==> src/adc_seq_pkg.sv <==
package adc_seq_pkg;

    // ------------------------------------------------------------
    // Register map and bus widths
    // ------------------------------------------------------------
    localparam int          ADDR_W            = 3;
    localparam int          DATA_W            = 16;
    localparam int          RES_W             = 10;
    localparam int          NUM_CHAN          = 4;
    localparam logic [2:0]  CONV_CTRL_STATUS_REG = 3'h0;
    localparam logic [2:0]  TRIG_CTRL_REG     = 3'h1;
    localparam logic [2:0]  RESULT_REG_FIRST  = 3'h4;
    localparam logic [2:0]  RESULT_REG_SECOND = 3'h5;
    localparam logic [2:0]  RESULT_REG_THIRD  = 3'h6;
    localparam logic [2:0]  RESULT_REG_FOURTH = 3'h7;

    // ------------------------------------------------------------
    // Control/status field positions and reset values
    // ------------------------------------------------------------
    localparam int          DONE_FLAG_BIT     = 7;
    localparam int          IRQ_EN_BIT        = 6;
    localparam int          GO_BIT            = 5;
    localparam int          SCAN_BIT          = 4;
    localparam int          SPEED_BIT         = 3;
    localparam int          RESV_BIT          = 2;
    localparam int          CHAN_SEL_HI_BIT   = 1;
    localparam int          CHAN_SEL_LO_BIT   = 0;
    localparam int          TRIG_SEL_HI_BIT   = 7;
    localparam int          TRIG_SEL_LO_BIT   = 6;
    localparam logic [5:0]  TRIG_CTRL_ONES    = 6'h3f;
    localparam logic [7:0]  CTRL_RESET        = 8'h00;
    localparam logic [1:0]  TRIG_SEL_RESET    = 2'h0;

    // ------------------------------------------------------------
    // Trigger source codes
    // ------------------------------------------------------------
    localparam logic [1:0]  TRIG_NONE         = 2'h0;
    localparam logic [1:0]  TRIG_TIMER_PULSE  = 2'h1;
    localparam logic [1:0]  TRIG_TIMER8       = 2'h2;
    localparam logic [1:0]  TRIG_EXT_PIN      = 2'h3;

    // ------------------------------------------------------------
    // Timing counts in states (one state is one clock)
    // ------------------------------------------------------------
    localparam logic [7:0]  TD_MIN_SLOW       = 8'h0a;
    localparam logic [7:0]  TD_MIN_FAST       = 8'h06;
    localparam logic [2:0]  TD_SPAN_SLOW      = 3'h7;
    localparam logic [2:0]  TD_SPAN_FAST      = 3'h3;
    localparam logic [7:0]  SAMPLE_SLOW       = 8'h3f;
    localparam logic [7:0]  SAMPLE_FAST       = 8'h1f;
    localparam logic [7:0]  CONV_SLOW         = 8'hba;
    localparam logic [7:0]  CONV_FAST         = 8'h5e;
    localparam logic [4:0]  STEP_SLOW         = 5'h12;
    localparam logic [4:0]  STEP_FAST         = 5'h09;
    localparam logic [7:0]  GAP_SLOW          = 8'h07;
    localparam logic [7:0]  GAP_FAST          = 8'h03;
    localparam logic [8:0]  TOTAL_MIN_SLOW    = 9'h103;
    localparam logic [8:0]  TOTAL_MAX_SLOW    = 9'h10a;
    localparam logic [8:0]  TOTAL_MIN_FAST    = 9'h083;
    localparam logic [8:0]  TOTAL_MAX_FAST    = 9'h086;
    localparam logic [8:0]  TOTAL_NEXT_SLOW   = 9'h100;
    localparam logic [8:0]  TOTAL_NEXT_FAST   = 9'h080;
    localparam logic [9:0]  SAR_FIRST_TRIAL   = 10'h200;

    typedef enum logic [1:0] {
        ST_IDLE,
        ST_DELAY,
        ST_SAMPLE,
        ST_CONVERT
    } conv_state_t;

endpackage

==> src/adc_sequencer_control.sv <==
// The placing of the registers and strobed register access are this design's own decisions.
`timescale 1ns/10ps

module adc_sequencer_control
    import adc_seq_pkg::*;
(
    input  wire logic              clk_i,
    input  wire logic              rst_n_i,
    input  wire logic [ADDR_W-1:0] addr_i,
    input  wire logic [DATA_W-1:0] wdata_i,
    input  wire logic              wr_i,
    input  wire logic              rd_i,
    output logic      [DATA_W-1:0] rdata_o,
    input  wire logic              cmp_i,
    output logic                   sample_o,
    output logic      [1:0]        chan_o,
    output logic      [RES_W-1:0]  dac_code_o,
    input  wire logic              timer_pulse_trig_i,
    input  wire logic              timer8_trig_i,
    input  wire logic              ext_trig_n_pin_i,
    input  wire logic              xfer_rd_i,
    input  wire logic              xfer_irq_pass_i,
    input  wire logic              xfer_cnt_zero_i,
    output logic                   conv_done_irq_o
);

    // ------------------------------------------------------------
    // Reset release
    // ------------------------------------------------------------
    logic              rst_meta;
    logic              rst_n;

    always_ff @(posedge clk_i or negedge rst_n_i)
    begin
        if (!rst_n_i)
        begin
            rst_meta <= 1'b0;
            rst_n    <= 1'b0;
        end
        else
        begin
            rst_meta <= 1'b1;
            rst_n    <= rst_meta;
        end
    end

    // ------------------------------------------------------------
    // Declarations
    // ------------------------------------------------------------
    conv_state_t       state;
    conv_state_t       next_state;
    logic              done_flag;
    logic              next_done_flag;
    logic              done_irq_enable;
    logic              go;
    logic              scan;
    logic              speed;
    logic              resv;
    logic [1:0]        chan_sel;
    logic [1:0]        trig_source_sel;
    logic              flag_seen;
    logic              ext_prev;
    logic [2:0]        free_cnt;
    logic [7:0]        cnt;
    logic [4:0]        step_cnt;
    logic [RES_W-1:0]  bit_mask;
    logic [RES_W-1:0]  sar;
    logic [1:0]        cur_chan;
    logic [RES_W-1:0]  result [NUM_CHAN];
    logic              first_conv;
    logic              ctrl_wr;
    logic              ctrl_rd;
    logic              trig_fire;
    logic              conv_end;
    logic              last_chan;
    logic              go_set;
    logic              go_clr;
    logic              flag_clr;
    logic [7:0]        samp_len;
    logic [7:0]        conv_len;
    logic [4:0]        step_len;
    logic [7:0]        start_delay;
    logic [7:0]        gap_len;

    // ------------------------------------------------------------
    // Decode and speed-dependent counts
    // ------------------------------------------------------------
    assign ctrl_wr     = wr_i && (addr_i == CONV_CTRL_STATUS_REG);
    assign ctrl_rd     = rd_i && (addr_i == CONV_CTRL_STATUS_REG);
    assign samp_len    = speed ? SAMPLE_FAST : SAMPLE_SLOW;
    assign conv_len    = speed ? CONV_FAST : CONV_SLOW;
    assign step_len    = speed ? STEP_FAST : STEP_SLOW;
    assign gap_len     = speed ? GAP_FAST : GAP_SLOW;
    assign start_delay = speed ? TD_MIN_FAST + {6'h00, free_cnt[1:0] & TD_SPAN_FAST[1:0]}
                               : TD_MIN_SLOW + {5'h00, free_cnt & TD_SPAN_SLOW};
    assign conv_end    = (state == ST_CONVERT) && (cnt == conv_len - 8'h01);
    assign last_chan   = !scan || (cur_chan == chan_sel);

    // ------------------------------------------------------------
    // Trigger selection
    // ------------------------------------------------------------
    always_comb
    begin
        unique case (trig_source_sel)
            TRIG_NONE:        trig_fire = 1'b0;
            TRIG_TIMER_PULSE: trig_fire = timer_pulse_trig_i;
            TRIG_TIMER8:      trig_fire = timer8_trig_i;
            TRIG_EXT_PIN:     trig_fire = ext_prev && !ext_trig_n_pin_i;
        endcase
    end

    always_ff @(posedge clk_i or negedge rst_n)
    begin
        if (!rst_n)
        begin
            ext_prev <= 1'b1;
            free_cnt <= 3'h0;
        end
        else
        begin
            ext_prev <= ext_trig_n_pin_i;
            free_cnt <= free_cnt + 3'h1;
        end
    end

    // ------------------------------------------------------------
    // Control/status register
    // ------------------------------------------------------------
    assign go_set   = (ctrl_wr && wdata_i[GO_BIT]) || trig_fire;
    assign go_clr   = (ctrl_wr && !wdata_i[GO_BIT]) || (conv_end && !scan);
    assign flag_clr = (ctrl_wr && !wdata_i[DONE_FLAG_BIT] && flag_seen)
                   || (rd_i && addr_i[2] && xfer_rd_i && !xfer_irq_pass_i && !xfer_cnt_zero_i);

    always_comb
    begin
        next_done_flag = done_flag;
        if (conv_end && last_chan)
            next_done_flag = 1'b1;
        else if (flag_clr)
            next_done_flag = 1'b0;
    end

    always_ff @(posedge clk_i or negedge rst_n)
    begin
        if (!rst_n)
        begin
            done_flag       <= CTRL_RESET[DONE_FLAG_BIT];
            done_irq_enable <= CTRL_RESET[IRQ_EN_BIT];
            scan            <= CTRL_RESET[SCAN_BIT];
            speed           <= CTRL_RESET[SPEED_BIT];
            resv            <= CTRL_RESET[RESV_BIT];
            chan_sel        <= CTRL_RESET[CHAN_SEL_HI_BIT:CHAN_SEL_LO_BIT];
            trig_source_sel <= TRIG_SEL_RESET;
            conv_done_irq_o <= 1'b0;
        end
        else
        begin
            done_flag <= next_done_flag;
            if (ctrl_wr)
            begin
                done_irq_enable <= wdata_i[IRQ_EN_BIT];
                scan            <= wdata_i[SCAN_BIT];
                speed           <= wdata_i[SPEED_BIT];
                resv            <= wdata_i[RESV_BIT];
                chan_sel        <= wdata_i[CHAN_SEL_HI_BIT:CHAN_SEL_LO_BIT];
            end
            if (wr_i && (addr_i == TRIG_CTRL_REG))
                trig_source_sel <= wdata_i[TRIG_SEL_HI_BIT:TRIG_SEL_LO_BIT];
            conv_done_irq_o <= next_done_flag && (ctrl_wr ? wdata_i[IRQ_EN_BIT] : done_irq_enable);
        end
    end

    always_ff @(posedge clk_i or negedge rst_n)
    begin
        if (!rst_n)
            go <= CTRL_RESET[GO_BIT];
        else if (go_set)
            go <= 1'b1;
        else if (go_clr)
            go <= 1'b0;
    end

    always_ff @(posedge clk_i or negedge rst_n)
    begin
        if (!rst_n)
            flag_seen <= 1'b0;
        else if (ctrl_wr)
            flag_seen <= 1'b0;
        else if (ctrl_rd && done_flag)
            flag_seen <= 1'b1;
    end

    // ------------------------------------------------------------
    // Sequencer state machine
    // ------------------------------------------------------------
    always_comb
    begin
        next_state = state;
        unique case (state)
            ST_IDLE:
                if (go)
                    next_state = ST_DELAY;
            ST_DELAY:
                if (!go)
                    next_state = ST_IDLE;
                else if (cnt == 8'h00)
                    next_state = ST_SAMPLE;
            ST_SAMPLE:
                if (!go)
                    next_state = ST_IDLE;
                else if (cnt == 8'h00)
                    next_state = ST_CONVERT;
            ST_CONVERT:
                if (!go)
                    next_state = ST_IDLE;
                else if (conv_end)
                    next_state = scan ? ST_DELAY : ST_IDLE;
        endcase
    end

    always_ff @(posedge clk_i or negedge rst_n)
    begin
        if (!rst_n)
        begin
            state    <= ST_IDLE;
            sample_o <= 1'b0;
        end
        else
        begin
            state    <= next_state;
            sample_o <= (next_state == ST_SAMPLE);
        end
    end

    always_ff @(posedge clk_i or negedge rst_n)
    begin
        if (!rst_n)
        begin
            cnt        <= 8'h00;
            cur_chan   <= 2'h0;
            first_conv <= 1'b0;
        end
        else if (state == ST_IDLE)
        begin
            cnt        <= start_delay - 8'h02;
            cur_chan   <= scan ? 2'h0 : chan_sel;
            first_conv <= 1'b1;
        end
        else if (state == ST_DELAY)
            cnt <= (cnt == 8'h00) ? samp_len - 8'h01 : cnt - 8'h01;
        else if (state == ST_SAMPLE)
            cnt <= (cnt == 8'h00) ? 8'h00 : cnt - 8'h01;
        else if (conv_end)
        begin
            cnt        <= gap_len - 8'h01;
            cur_chan   <= last_chan ? 2'h0 : cur_chan + 2'h1;
            first_conv <= 1'b0;
        end
        else
            cnt <= cnt + 8'h01;
    end

    // ------------------------------------------------------------
    // Successive approximation
    // ------------------------------------------------------------
    always_ff @(posedge clk_i or negedge rst_n)
    begin
        if (!rst_n)
        begin
            sar      <= 10'h000;
            bit_mask <= 10'h000;
            step_cnt <= 5'h00;
        end
        else if (state != ST_CONVERT)
        begin
            sar      <= SAR_FIRST_TRIAL;
            bit_mask <= SAR_FIRST_TRIAL;
            step_cnt <= 5'h00;
        end
        else if (step_cnt == step_len - 5'h01)
        begin
            step_cnt <= 5'h00;
            if (bit_mask != 10'h000)
            begin
                sar      <= (cmp_i ? sar : (sar & ~bit_mask)) | (bit_mask >> 1);
                bit_mask <= bit_mask >> 1;
            end
        end
        else
            step_cnt <= step_cnt + 5'h01;
    end

    always_ff @(posedge clk_i or negedge rst_n)
    begin
        if (!rst_n)
        begin
            chan_o     <= 2'h0;
            dac_code_o <= 10'h000;
        end
        else
        begin
            chan_o     <= cur_chan;
            dac_code_o <= sar;
        end
    end

    // ------------------------------------------------------------
    // Result registers
    // ------------------------------------------------------------
    always_ff @(posedge clk_i or negedge rst_n)
    begin
        if (!rst_n)
        begin
            for (int i = 0; i < NUM_CHAN; i++)
                result[i] <= 10'h000;
        end
        else if (conv_end)
            result[cur_chan] <= sar;
    end

    // ------------------------------------------------------------
    // Read data
    // ------------------------------------------------------------
    always_ff @(posedge clk_i or negedge rst_n)
    begin
        if (!rst_n)
            rdata_o <= 16'h0000;
        else if (!rd_i)
            rdata_o <= 16'h0000;
        else
        begin
            unique case (addr_i)
                CONV_CTRL_STATUS_REG:
                    rdata_o <= {8'h00, done_flag, done_irq_enable, go, scan, speed, resv, chan_sel};
                TRIG_CTRL_REG:
                    rdata_o <= {8'h00, trig_source_sel, TRIG_CTRL_ONES};
                RESULT_REG_FIRST:
                    rdata_o <= {6'h00, result[0]};
                RESULT_REG_SECOND:
                    rdata_o <= {6'h00, result[1]};
                RESULT_REG_THIRD:
                    rdata_o <= {6'h00, result[2]};
                RESULT_REG_FOURTH:
                    rdata_o <= {6'h00, result[3]};
                default:
                    rdata_o <= 16'h0000;
            endcase
        end
    end

    logic [8:0]        tot_cnt;
    logic [7:0]        samp_seen;

    always_ff @(posedge clk_i or negedge rst_n)
    begin
        if (!rst_n)
        begin
            tot_cnt   <= 9'h000;
            samp_seen <= 8'h00;
        end
        else
        begin
            tot_cnt   <= (state == ST_IDLE) ? 9'h002 : (conv_end ? 9'h001 : tot_cnt + 9'h001);
            samp_seen <= (state == ST_SAMPLE) ? samp_seen + 8'h01 : 8'h00;
        end
    end
endmodule

==> config.mk <==
export PLATFORM = sky130hd
export DESIGN_NAME = adc_sequencer_control
export DESIGN_NICKNAME = d
export VERILOG_FILES = /design/src/adc_seq_pkg.sv /design/src/adc_sequencer_control.sv
export SDC_FILE = /design/constraint.sdc
export NUM_CORES = 1
export LEC_CHECK = 0
export ABC_AREA = 1
export ABC_CLOCK_PERIOD_IN_PS = 4500
export BUFFER_PORTS_ARGS = -buffer_cell sky130_fd_sc_hd__buf_2
export CAP_MARGIN = 20
export CORE_MARGIN = 5
export CORE_UTILIZATION = 36
export DETAILED_ROUTE_END_ITERATION = 6
export PLACE_DENSITY_LB_ADDON = 0.25
export SLEW_MARGIN = 20
export SYNTH_ARGS = -nofsm -noshare
export SYNTH_HDL_FRONTEND = slang
export SYNTH_SLANG_ARGS = --single-unit
==> constraint.sdc <==
create_clock -name clk_i -period 4.5 [get_ports clk_i]
set_input_delay 0 -clock clk_i [delete_from_list [all_inputs] [get_ports clk_i]]
set_output_delay 0 -clock clk_i [all_outputs]
set_load 0.01 [all_outputs]
==> out/qor.yml, run 1 <==
layout:
  diodes: 0
  final_cell_mix: "nand2_1 (153), dfrtp_1 (116), inv_1 (73)"
  drive_gt1_share_pct: 16.0
  layout.nets: 746
  final_cells: 925
  syn2layout_area_growth_pct: 19.6
  mostFrequentLayoutCell: "nand2_1"
  design_area_um2: 6780
  nFillCells: 1502
sta:
  timing.fmax_mhz: 494
  rsz0062_at_grt: "no"
  timing.final.crit_share_pct: 44.9
  skew_ns: 0.00548
  worstMarginPinSlew_ns: 0.898
  finalHoldViolCount: 0
  final.min_clock_period_ns: 2.02
  setup_viol: 0
  final_max_slew_viol_count: 0
  timing.slew.headroom_pct: 39.8
  fin_setup_tns_ns: 0
yosys:
  ys_seq_area_share_pct: 52.1
  syn_avg_cell_area_um2: 8.91
  yosys.area.top_type: "dfrtp_1"
  synth_top_flop_cell: "dfrtp_1"
  synthTopCellsByArea: "dfrtp_1 (52%), nand2_1 (10%), inv_1 (4.8%)"
  ys_ff_latch: 118
  yosys_warnings: 0
  synth_edf_count: 0
  synth_top_area_share_pct: 51.6
  netlist_area_um2: 5670
  yosysUniqueCellTypes: 42
  async_reset_ff_share_pct: 100
  synthCells: 636
setup_path:
  crit_chain: "ha_1 > inv_2 > nor4_1 > nand3_1 > nand2_2 > inv_4 > nand2_1 > o21ai_1"
  critPathMaxStageDelay_ns: 0.41
  rr_endpoint: "sar[8]"
  r2r-start: "state[1]"
  crit_fanout: 18
  slowest_stage: "dfrtp_1"
  r2r_cells: 8
  critPathBufInv: 2
  end_kind: "register"
  start_kind: "register"
  reg2reg_slack_ns: 2.48
  crit_family: "simple AND/OR/NAND/NOR gates"
  cp.arrival_ns: 2.32
  critPathRequiredTime_ns: 4.79
  crit_type: "reg2reg"
placement:
  placed_cell_area_um2: 5980
  io_buffers: 45
  post-place-cells: 875
  hpwlAfterDp_um: 8980
  gp_congestion: 0.823
clock_network:
  cts_buffer_depth: 2
  clkSlewWorstSetupHoldPaths_ns: 0.05
  cts_tree: "done"
  root_buffer: "clkbuf_16"
  htree_num_levels: 4
  post_cts_buffers: 0
  hold_buffers: 18
  clock-sinks: 118
  cts_resized: 0
  cts_made_buffers: 17
  insertion_delay_ns: 0.41
floorplanning:
  initial_core_util_pct: 37.0
  fp.dieW_um: 135
  rows: 45
  io_pins: 60
  core_um2: 15300
  die_h_um: 135
  die-area_um2: 18400
routing:
  drc: 0
  vias_per_cell: 4.87
  wirelength_um: 13400
  vias: 4507
  antenna_left: 0
  first_pass_iters: 5
  wl_per_cell_um: 14.5
  drtIter0Drc: 349
global_route:
  grt_pass1_wl_um: 22600
  grt_pass1_vias: 4494
  grt-ovfl-total: 0
  antenna_found_initial: 0
  grt_max_degree: 69
  grt_usage_pct: 15.6
worst_hold_path:
  whs_endpoint: "go"
  hold_depth: 3
  min_from: "timer_pulse_trig_i"
  worstHoldPathType: "in2reg"
power:
  power.density_nw_per_um2: 490
  ir_drop_mv: 0.265
  p_leak_nw: 3.19
run:
  timing.max_cap.violations: 0
outcome:
  status: "finished clean"
==> cells by family after synthesis <==
logic type / after synthesis / share of synthesized area [%]
flip-flops: 118 / 52.1
adder cells (fa/ha/maj): 15 / 3.31
AND/OR/NAND/NOR: 240 / 18.7
buffers and inverters: 101 / 8.96
AO/OA/AOI/OAI: 146 / 14.6
other: 2 / 0.132
XOR/XNOR: 14 / 2.16
==> stage by stage <==
step | utilization, % | total power, W | hold slack, ns | setup slack (ns)
final | 44.3 | 0.00333 | 0.0229 | 2.48
after global routing | 44.3 | 0.00352 | 0.00871 | 2.24
after CTS | 44.3 | 0.00335 | 0.00854 | 2.48
after detailed placement | 39.1 | 0.00192 | -0.213 | 2.50
after global placement | 39.1 | 0.00191 | -0.215 | 2.56
after floorplan | - | 0.00178 | -0.296 | 0.971
==> worst min-delay path, cell delays in order <==
cell and delay, ns:
buf_2 0.10, nor2_1 0.09, o311ai_0 0.17
==> Yosys cell counts, types with 2 or more instances <==
library cell / number
nand2_1: 153
dfrtp_1: 117
inv_1: 73
o21ai_0: 40
o21ai_1: 39
a21oi_1: 32
nand3_1: 30
nor2_1: 25
ha_1: 15
o21ai_2: 13
a31oi_1: 9
buf_6: 9
nand4_1: 9
buf_4: 8
xor2_1: 8
xnor2_1: 6
nand2_2: 4
nand2_4: 4
clkbuf_1: 3
nor2_2: 3
nor3_1: 3
o21a_1: 3
or2_2: 3
a211oi_1: 2
a221oi_1: 2
clkbuf_8: 2
conb_1: 2
inv_2: 2
nor2_4: 2
nor4_1: 2
o311ai_0: 2
==> routing by layer <==
metal	share of wire (%)	track usage, %	wire length (um)	vias up
met3	4.3	3.90	579	20
met1	46	21.4	6180	2200
met4	1.7	5.49	234	0
met2	48	24.1	6410	96
li1	-	-	-	2191
met5	0	0	0	-
==> sequential cells by signal (all words and copies together), names as in the netlist, 2 cells and up <==
register	flops
chan_o	2
cnt	8
result	40
cur_chan	2
free_cnt	3
rdata_o	10
bit_mask	10
step_cnt	5
sar	10
chan_sel	2
dac_code_o	10
state	2
trig_source_sel	2
==> where the power goes <==
group	total, W	leakage [nW]	switching (W)	internal, W
logic	0.000653	1.31	0.000411	0.000242
clock network	0.00140	0.303	0.000486	0.000915
registers	0.00127	1.58	0.000124	0.00115
total	0.00333	3.19	0.00102	0.00230
==> worst max path at each step <==
| stage | to | start | slack (ns) | depth (start not counted) |
|---|---|---|---|---|
| 2_1_floorplan | bit_mask[0] | rst_n | 0.97 | 0 |
| 5_1_grt | sar[8] | state[1] | 2.24 | 8 |
| 3_5_place_dp | sar[8] | state[1] | 2.50 | 8 |
| 6_report | sar[8] | state[1] | 2.48 | 8 |
| 4_1_cts | sar[8] | state[1] | 2.48 | 8 |
| 3_3_place_gp | sar[1] | state[1] | 2.56 | 8 |
==> area by class of cell <==
| cell class | count | area (um^2) | area share, % |
|---|---|---|---|
| inverters | 78 | 303 | 4.46 |
| well taps | 211 | 264 | 3.89 |
| clock buffers | 21 | 470 | 6.94 |
| multi-input cells | 422 | 2230 | 32.8 |
| repair buffers | 64 | 413 | 6.09 |
| flip-flops and latches | 118 | 2960 | 43.6 |
| clock inverters | 11 | 148 | 2.18 |
No activity file was read; power rests on OpenSTA's default activity.
==> run 2: changes to the inputs <==
Settings changed: ABC_CLOCK_PERIOD_IN_PS 4500 to 2000.
Clock period 4.5 ns to 2 ns, I/O delays scaled along.
==> out/qor.yml, run 2 (synthesized netlist as in run 1, its figures left out) <==
outcome:
  status: "finished clean"
layout:
  design_area_um2: 6890  # +1.6%
  largest_register: "result"
  largest_reg_flops: 40  # unchanged
  final_cell_mix: "nand2_1 (153), dfrtp_1 (116), inv_1 (73)"
  nFillCells: 1509  # +0.47%
  final_cells: 936  # +1.2%
  diodes: 0  # unchanged
  layout.nets: 758  # +1.6%
  drive_gt1_share_pct: 17.2  # +1.3 points
  syn2layout_area_growth_pct: 21.6
  mostFrequentLayoutCell: "nand2_1"
sta:
  worstMarginPinSlew_ns: 0.548  # -0.349 ns
  timing.slew.headroom_pct: 63.4  # +24 points
  skew_ns: 0.00764  # +0.00216 ns
  timing.final.crit_share_pct: 90.8  # +46 points
  final_max_slew_viol_count: 0  # unchanged
  fin_setup_tns_ns: 0  # unchanged
  setup_viol: 0  # unchanged
  timing.fmax_mhz: 550  # +11%
  setup_slack_ns: 0.183  # -2.29 ns
  final.min_clock_period_ns: 1.82  # -0.206 ns
  rsz0062_at_grt: "no"
  finalHoldViolCount: 0  # unchanged
routing:
  first_pass_iters: 5  # unchanged
  drc: 0  # unchanged
  antenna_left: 0  # unchanged
  wirelength_um: 13400  # about the same
  wl_per_cell_um: 14.3  # -1.1%
  vias: 4462  # -1.0%
  vias_per_cell: 4.77  # -2.2%
  drtIter0Drc: 314  # -10%
clock_network:
  insertion_delay_ns: 0.41  # about the same
  cts_buffer_depth: 2  # unchanged
  htree_num_levels: 4  # unchanged
  cts_made_buffers: 17  # unchanged
  root_buffer: "clkbuf_16"
  clock-sinks: 118  # unchanged
  cts_tree: "done"
  clkSlewWorstSetupHoldPaths_ns: 0.05  # about the same
floorplanning:
  core_um2: 15300  # unchanged
  initial_core_util_pct: 37.0  # unchanged
  fp.dieW_um: 135  # unchanged
  die_h_um: 135  # unchanged
  io_pins: 60  # unchanged
  rows: 45  # unchanged
  die-area_um2: 18400  # unchanged
power:
  p_leak_nw: 3.25  # +1.9%
  power_w: 0.00749  # +130%
  ir_drop_mv: 0.641  # +140%
  power.density_nw_per_um2: 1090  # +120%
placement:
  detailedPlace.worstSlack_ns: 0.166  # -2.33 ns
  placed_cell_area_um2: 6090  # +1.8%
  post-place-cells: 886  # +1.3%
  io_buffers: 45  # unchanged
  hpwlAfterDp_um: 9240  # +3.0%
  gp_congestion: 0.851  # +3.4%
run:
  timing.max_cap.violations: 0  # unchanged
setup_path:
  cp.arrival_ns: 2.12  # -0.20 ns
  critPathRequiredTime_ns: 2.30  # -2.49 ns
  r2r-start: "cnt[0]"
  crit_family: "simple AND/OR/NAND/NOR gates"
  rr_endpoint: "cnt[4]"
  start_kind: "register"
  end_kind: "register"
  crit_type: "reg2reg"
  critPathMaxStageDelay_ns: 0.42  # about the same
  reg2reg_slack_ns: 0.18  # -2.29 ns
  startpoint: "cnt[0]"
  crit_fanout: 5  # -13
  critPathBufInv: 2  # unchanged
  slowest_stage: "dfrtp_1"
  cp.depth: 9  # +1
  r2r_cells: 9  # +1
  cp-endpoint: "cnt[4]"
  crit_chain: "inv_1 > ha_1 > nand2_1 > nor2_4 > inv_1 > o21ai_2 > o21ai_0 > nand3_1 > nand2_1"
global_route:
  use_met3_pct: 4.09  # +0.19 points
  antenna_found_initial: 0  # unchanged
  grt-ovfl-total: 0  # unchanged
  grt_max_degree: 39  # -43%
  grt_pass1_vias: 4431  # -1.4%
  grtUsageMet2_pct: 24.2  # +0.055 points
  busiest_layer: "met2"
  grt_pass1_wl_um: 22400  # -0.88%
  grt_usage_pct: 15.4  # -0.24 points
  grt_use_met1_pct: 21.0  # -0.40 points
worst_hold_path:
  worstHoldPathType: "in2reg"
## run 2: cell types whose count changed in the layout (fill, tap and decap cells not counted), sizes merged
cell | before | now
buf | 46 | 57
clkinv | 7 | 8
clkbuf | 21 | 19
dlygate4sd3 | 18 | 19
## run 2: cell type report
cell class	count	area (um^2)	area share (%)
well taps	211	264	3.83
inverters	78	303	4.39
repair buffers	76	531	7.70
clock inverters	12	153	2.21
clock buffers	19	453	6.57
multi-input cells	422	2230	32.4
flip-flops and latches	118	2960	42.9
## run 2: worst min-delay path, cell delays in order
cell and delay (ns):
buf_2 0.09, a21oi_1 0.12, o311ai_0 0.16
## run 2: repair_timing
action                                  CTS  global route
endpoints found under the hold margin    15             0
endpoints found under the setup margin    0             3
setup buffers                             0             0
resized for setup                         0             1
hold buffers                             19             0
## run 2: power breakdown
part | switching (W) | internal [W]
combinational | 0.000947 | 0.000586
clock | 0.00109 | 0.00201
sequential | 0.000272 | 0.00258
## run 2: metal layers
| layer | vias up | routed length, um | part of all wire [%] |
|---|---|---|---|
| met1 | 2139 | 6410 | 48 |
| met4 | 0 | 145 | 1.1 |
| met2 | 87 | 6300 | 47 |
| li1 | 2222 | - | - |
| met5 | - | 0 | 0 |
| met3 | 14 | 553 | 4.1 |
## run 2: worst min path at each step
stage / from / endpoint / slack, ns / cells after the start
5_1_grt: timer8_trig_i / go / 0.05 / 3
2_1_floorplan: rst_n_i / rst_meta / -0.30 / 0
3_3_place_gp: rst_n_i / rst_meta / -0.21 / 1
6_report: timer8_trig_i / go / 0.03 / 3
4_1_cts: timer8_trig_i / go / 0.03 / 3
3_5_place_dp: rst_n_i / rst_meta / -0.21 / 1
## run 2: per-stage QoR
stage | util (%) | hold slack (ns)
final | 45.0 | 0.0272
after floorplan | - | -0.296
after detailed placement | 39.8 | -0.213
after global routing | 45.0 | 0.0536
after CTS | 45.0 | 0.0301
after global placement | 39.8 | -0.215
==> run 3: changes to the inputs <==
Settings changed: CORE_UTILIZATION 36 to 59.
==> out/qor.yml, run 3 (synthesized netlist as in run 1, its figures left out) <==
placement:
  placed_cell_area_um2: 5970  # -2.0%
  io_buffers: 45  # unchanged
  hpwlAfterDp_um: 8770  # -5.2%
  gp_congestion: 0.874  # +2.6%
clock_network:
  root_buffer: "clkbuf_8"
  cts_buffer_depth: 2  # unchanged
  insertion_delay_ns: 0.53  # +0.12 ns
  clkSlewWorstSetupHoldPaths_ns: 0.06  # about the same
  cts_tree: "done"
  htree_num_levels: 4  # unchanged
  clock-sinks: 118  # unchanged
  cts_made_buffers: 17  # unchanged
routing:
  wl_per_cell_um: 16.9  # +18%
  first_pass_iters: 5  # unchanged
  drc: 0  # unchanged
  drtIter0Drc: 346  # +10%
  vias_per_cell: 5.55  # +16%
  wirelength_um: 14700  # +9.6%
  vias: 4814  # +7.9%
  antenna_left: 0  # unchanged
global_route:
  grt_max_degree: 45  # +15%
  antenna_found_initial: 0  # unchanged
  grt_usage_pct: 26.7  # +11 points
  grt-ovfl-total: 0  # unchanged
  grt_pass1_vias: 4951  # +12%
  grt_pass1_wl_um: 24000  # +7.3%
layout:
  layout.nets: 770  # +1.6%
  largest_register: "result"
  design_area_um2: 6950  # +0.87%
  diodes: 0  # unchanged
  syn2layout_area_growth_pct: 22.6
  drive_gt1_share_pct: 17.5  # +0.24 points
  largest_reg_flops: 40  # unchanged
  final_cell_mix: "nand2_1 (153), dfrtp_1 (116), inv_1 (73)"
  mostFrequentLayoutCell: "nand2_1"
setup_path:
  start_kind: "input port"
  end_kind: "register"
  critPathRequiredTime_ns: 2.47  # +0.17 ns
  crit_type: "in2reg"
  cp.arrival_ns: 2.41  # +0.29 ns
  reg2reg_slack_ns: 0.12  # -0.06 ns
  crit_fanout: 7  # +2
floorplanning:
  core_um2: 9280  # -39%
  io_pins: 60  # unchanged
  rows: 35  # -22%
  die-area_um2: 11700  # -36%
  fp.dieW_um: 108  # -20%
  initial_core_util_pct: 61.1  # +24 points
  die_h_um: 108  # -20%
run:
  timing.max_cap.violations: 0  # unchanged
sta:
  final.min_clock_period_ns: 1.94  # +0.124 ns
  final_max_slew_viol_count: 0  # unchanged
  timing.final.crit_share_pct: 97.0  # +6.2 points
  timing.fmax_mhz: 515  # -6.4%
  finalHoldViolCount: 0  # unchanged
  setup_viol: 0  # unchanged
  skew_ns: 0.00777  # +0.000131 ns
outcome:
  status: "finished clean"
power:
  p_leak_nw: 3.32  # +2.1%
  power_w: 0.00794  # +6.0%
  power.density_nw_per_um2: 1140  # +5.1%
  ir_drop_mv: 0.906  # +41%
worst_hold_path:
  worstHoldPathType: "in2reg"
==> run 3: per-layer routing <==
layer	track usage, %	vias to the layer above	wire length, um
met4	11.3	0	392
met3	7.28	35	963
met5	0	-	0
met2	45.4	184	7440
li1	-	2246	-
met1	32.2	2349	5890
==> run 3: final cells by class <==
cell class                      instances  area, um^2
Clock buffer                           18         418
Clock inverter                         14         245
Fill cell                             616        2330
Inverter                               78         303
Multi-Input combinational cell        422        2240
Sequential cell                       118        2960
Tap cell                              129         161
Timing Repair Buffer                   88         631
==> run 3: worst max-delay path, stage by stage <==
cell	delay, ns
dlygate4sd3_1	0.53
buf_2	0.16
inv_1	0.09
nand3_2	0.12
nor2_4	0.22
nand2_1	0.08
dlygate4sd3_1	0.56
o21ai_0	0.08
dlygate4sd3_1	0.56
==> run 3: where the power goes <==
group | switching (W) | internal [W] | leakage (nW) | total, W
logic | 0.00103 | 0.000601 | 1.42 | 0.00163
clock network | 0.00116 | 0.00229 | 0.320 | 0.00346
registers | 0.000273 | 0.00258 | 1.58 | 0.00285
total | 0.00246 | 0.00547 | 3.32 | 0.00794
==> run 3: timing repair <==
action	CTS	global route
gates resized for setup	0	2
setup endpoints to repair	0	4
endpoints found under the hold margin	20	0
setup buffers	0	4
hold buffers	29	0
==> run 3: final timing paths <==
| kind | startpoint | to | cells past startpoint |
|---|---|---|---|
| setup reg to reg | result[16] | rdata_o[6] | 4 |
| hold / removal | addr_i[0] | rdata_o[7] | 5 |
| max in group asynchronous | rst_n | sar[0] | 1 |
| min in group asynchronous | rst_n | bit_mask[8] | 0 |
| hold reg to reg | rst_n | bit_mask[8] | 0 |
| setup / recovery | addr_i[1] | scan | 9 |
==> run 3: stage by stage <==
step	hold slack, ns	std cells	utilization (%)	worst slack (ns)	setup TNS [ns]
after floorplan	-0.296	641	-	0.0308	0
after global placement	-0.213	803	64.3	0.234	0
after detailed placement	-0.211	803	64.3	0.196	0
after CTS	0.0144	864	74.6	0.0124	0
after global routing	0.0415	867	74.9	-0.000586	-0.000586
final	0.0322	867	74.9	0.0592	0
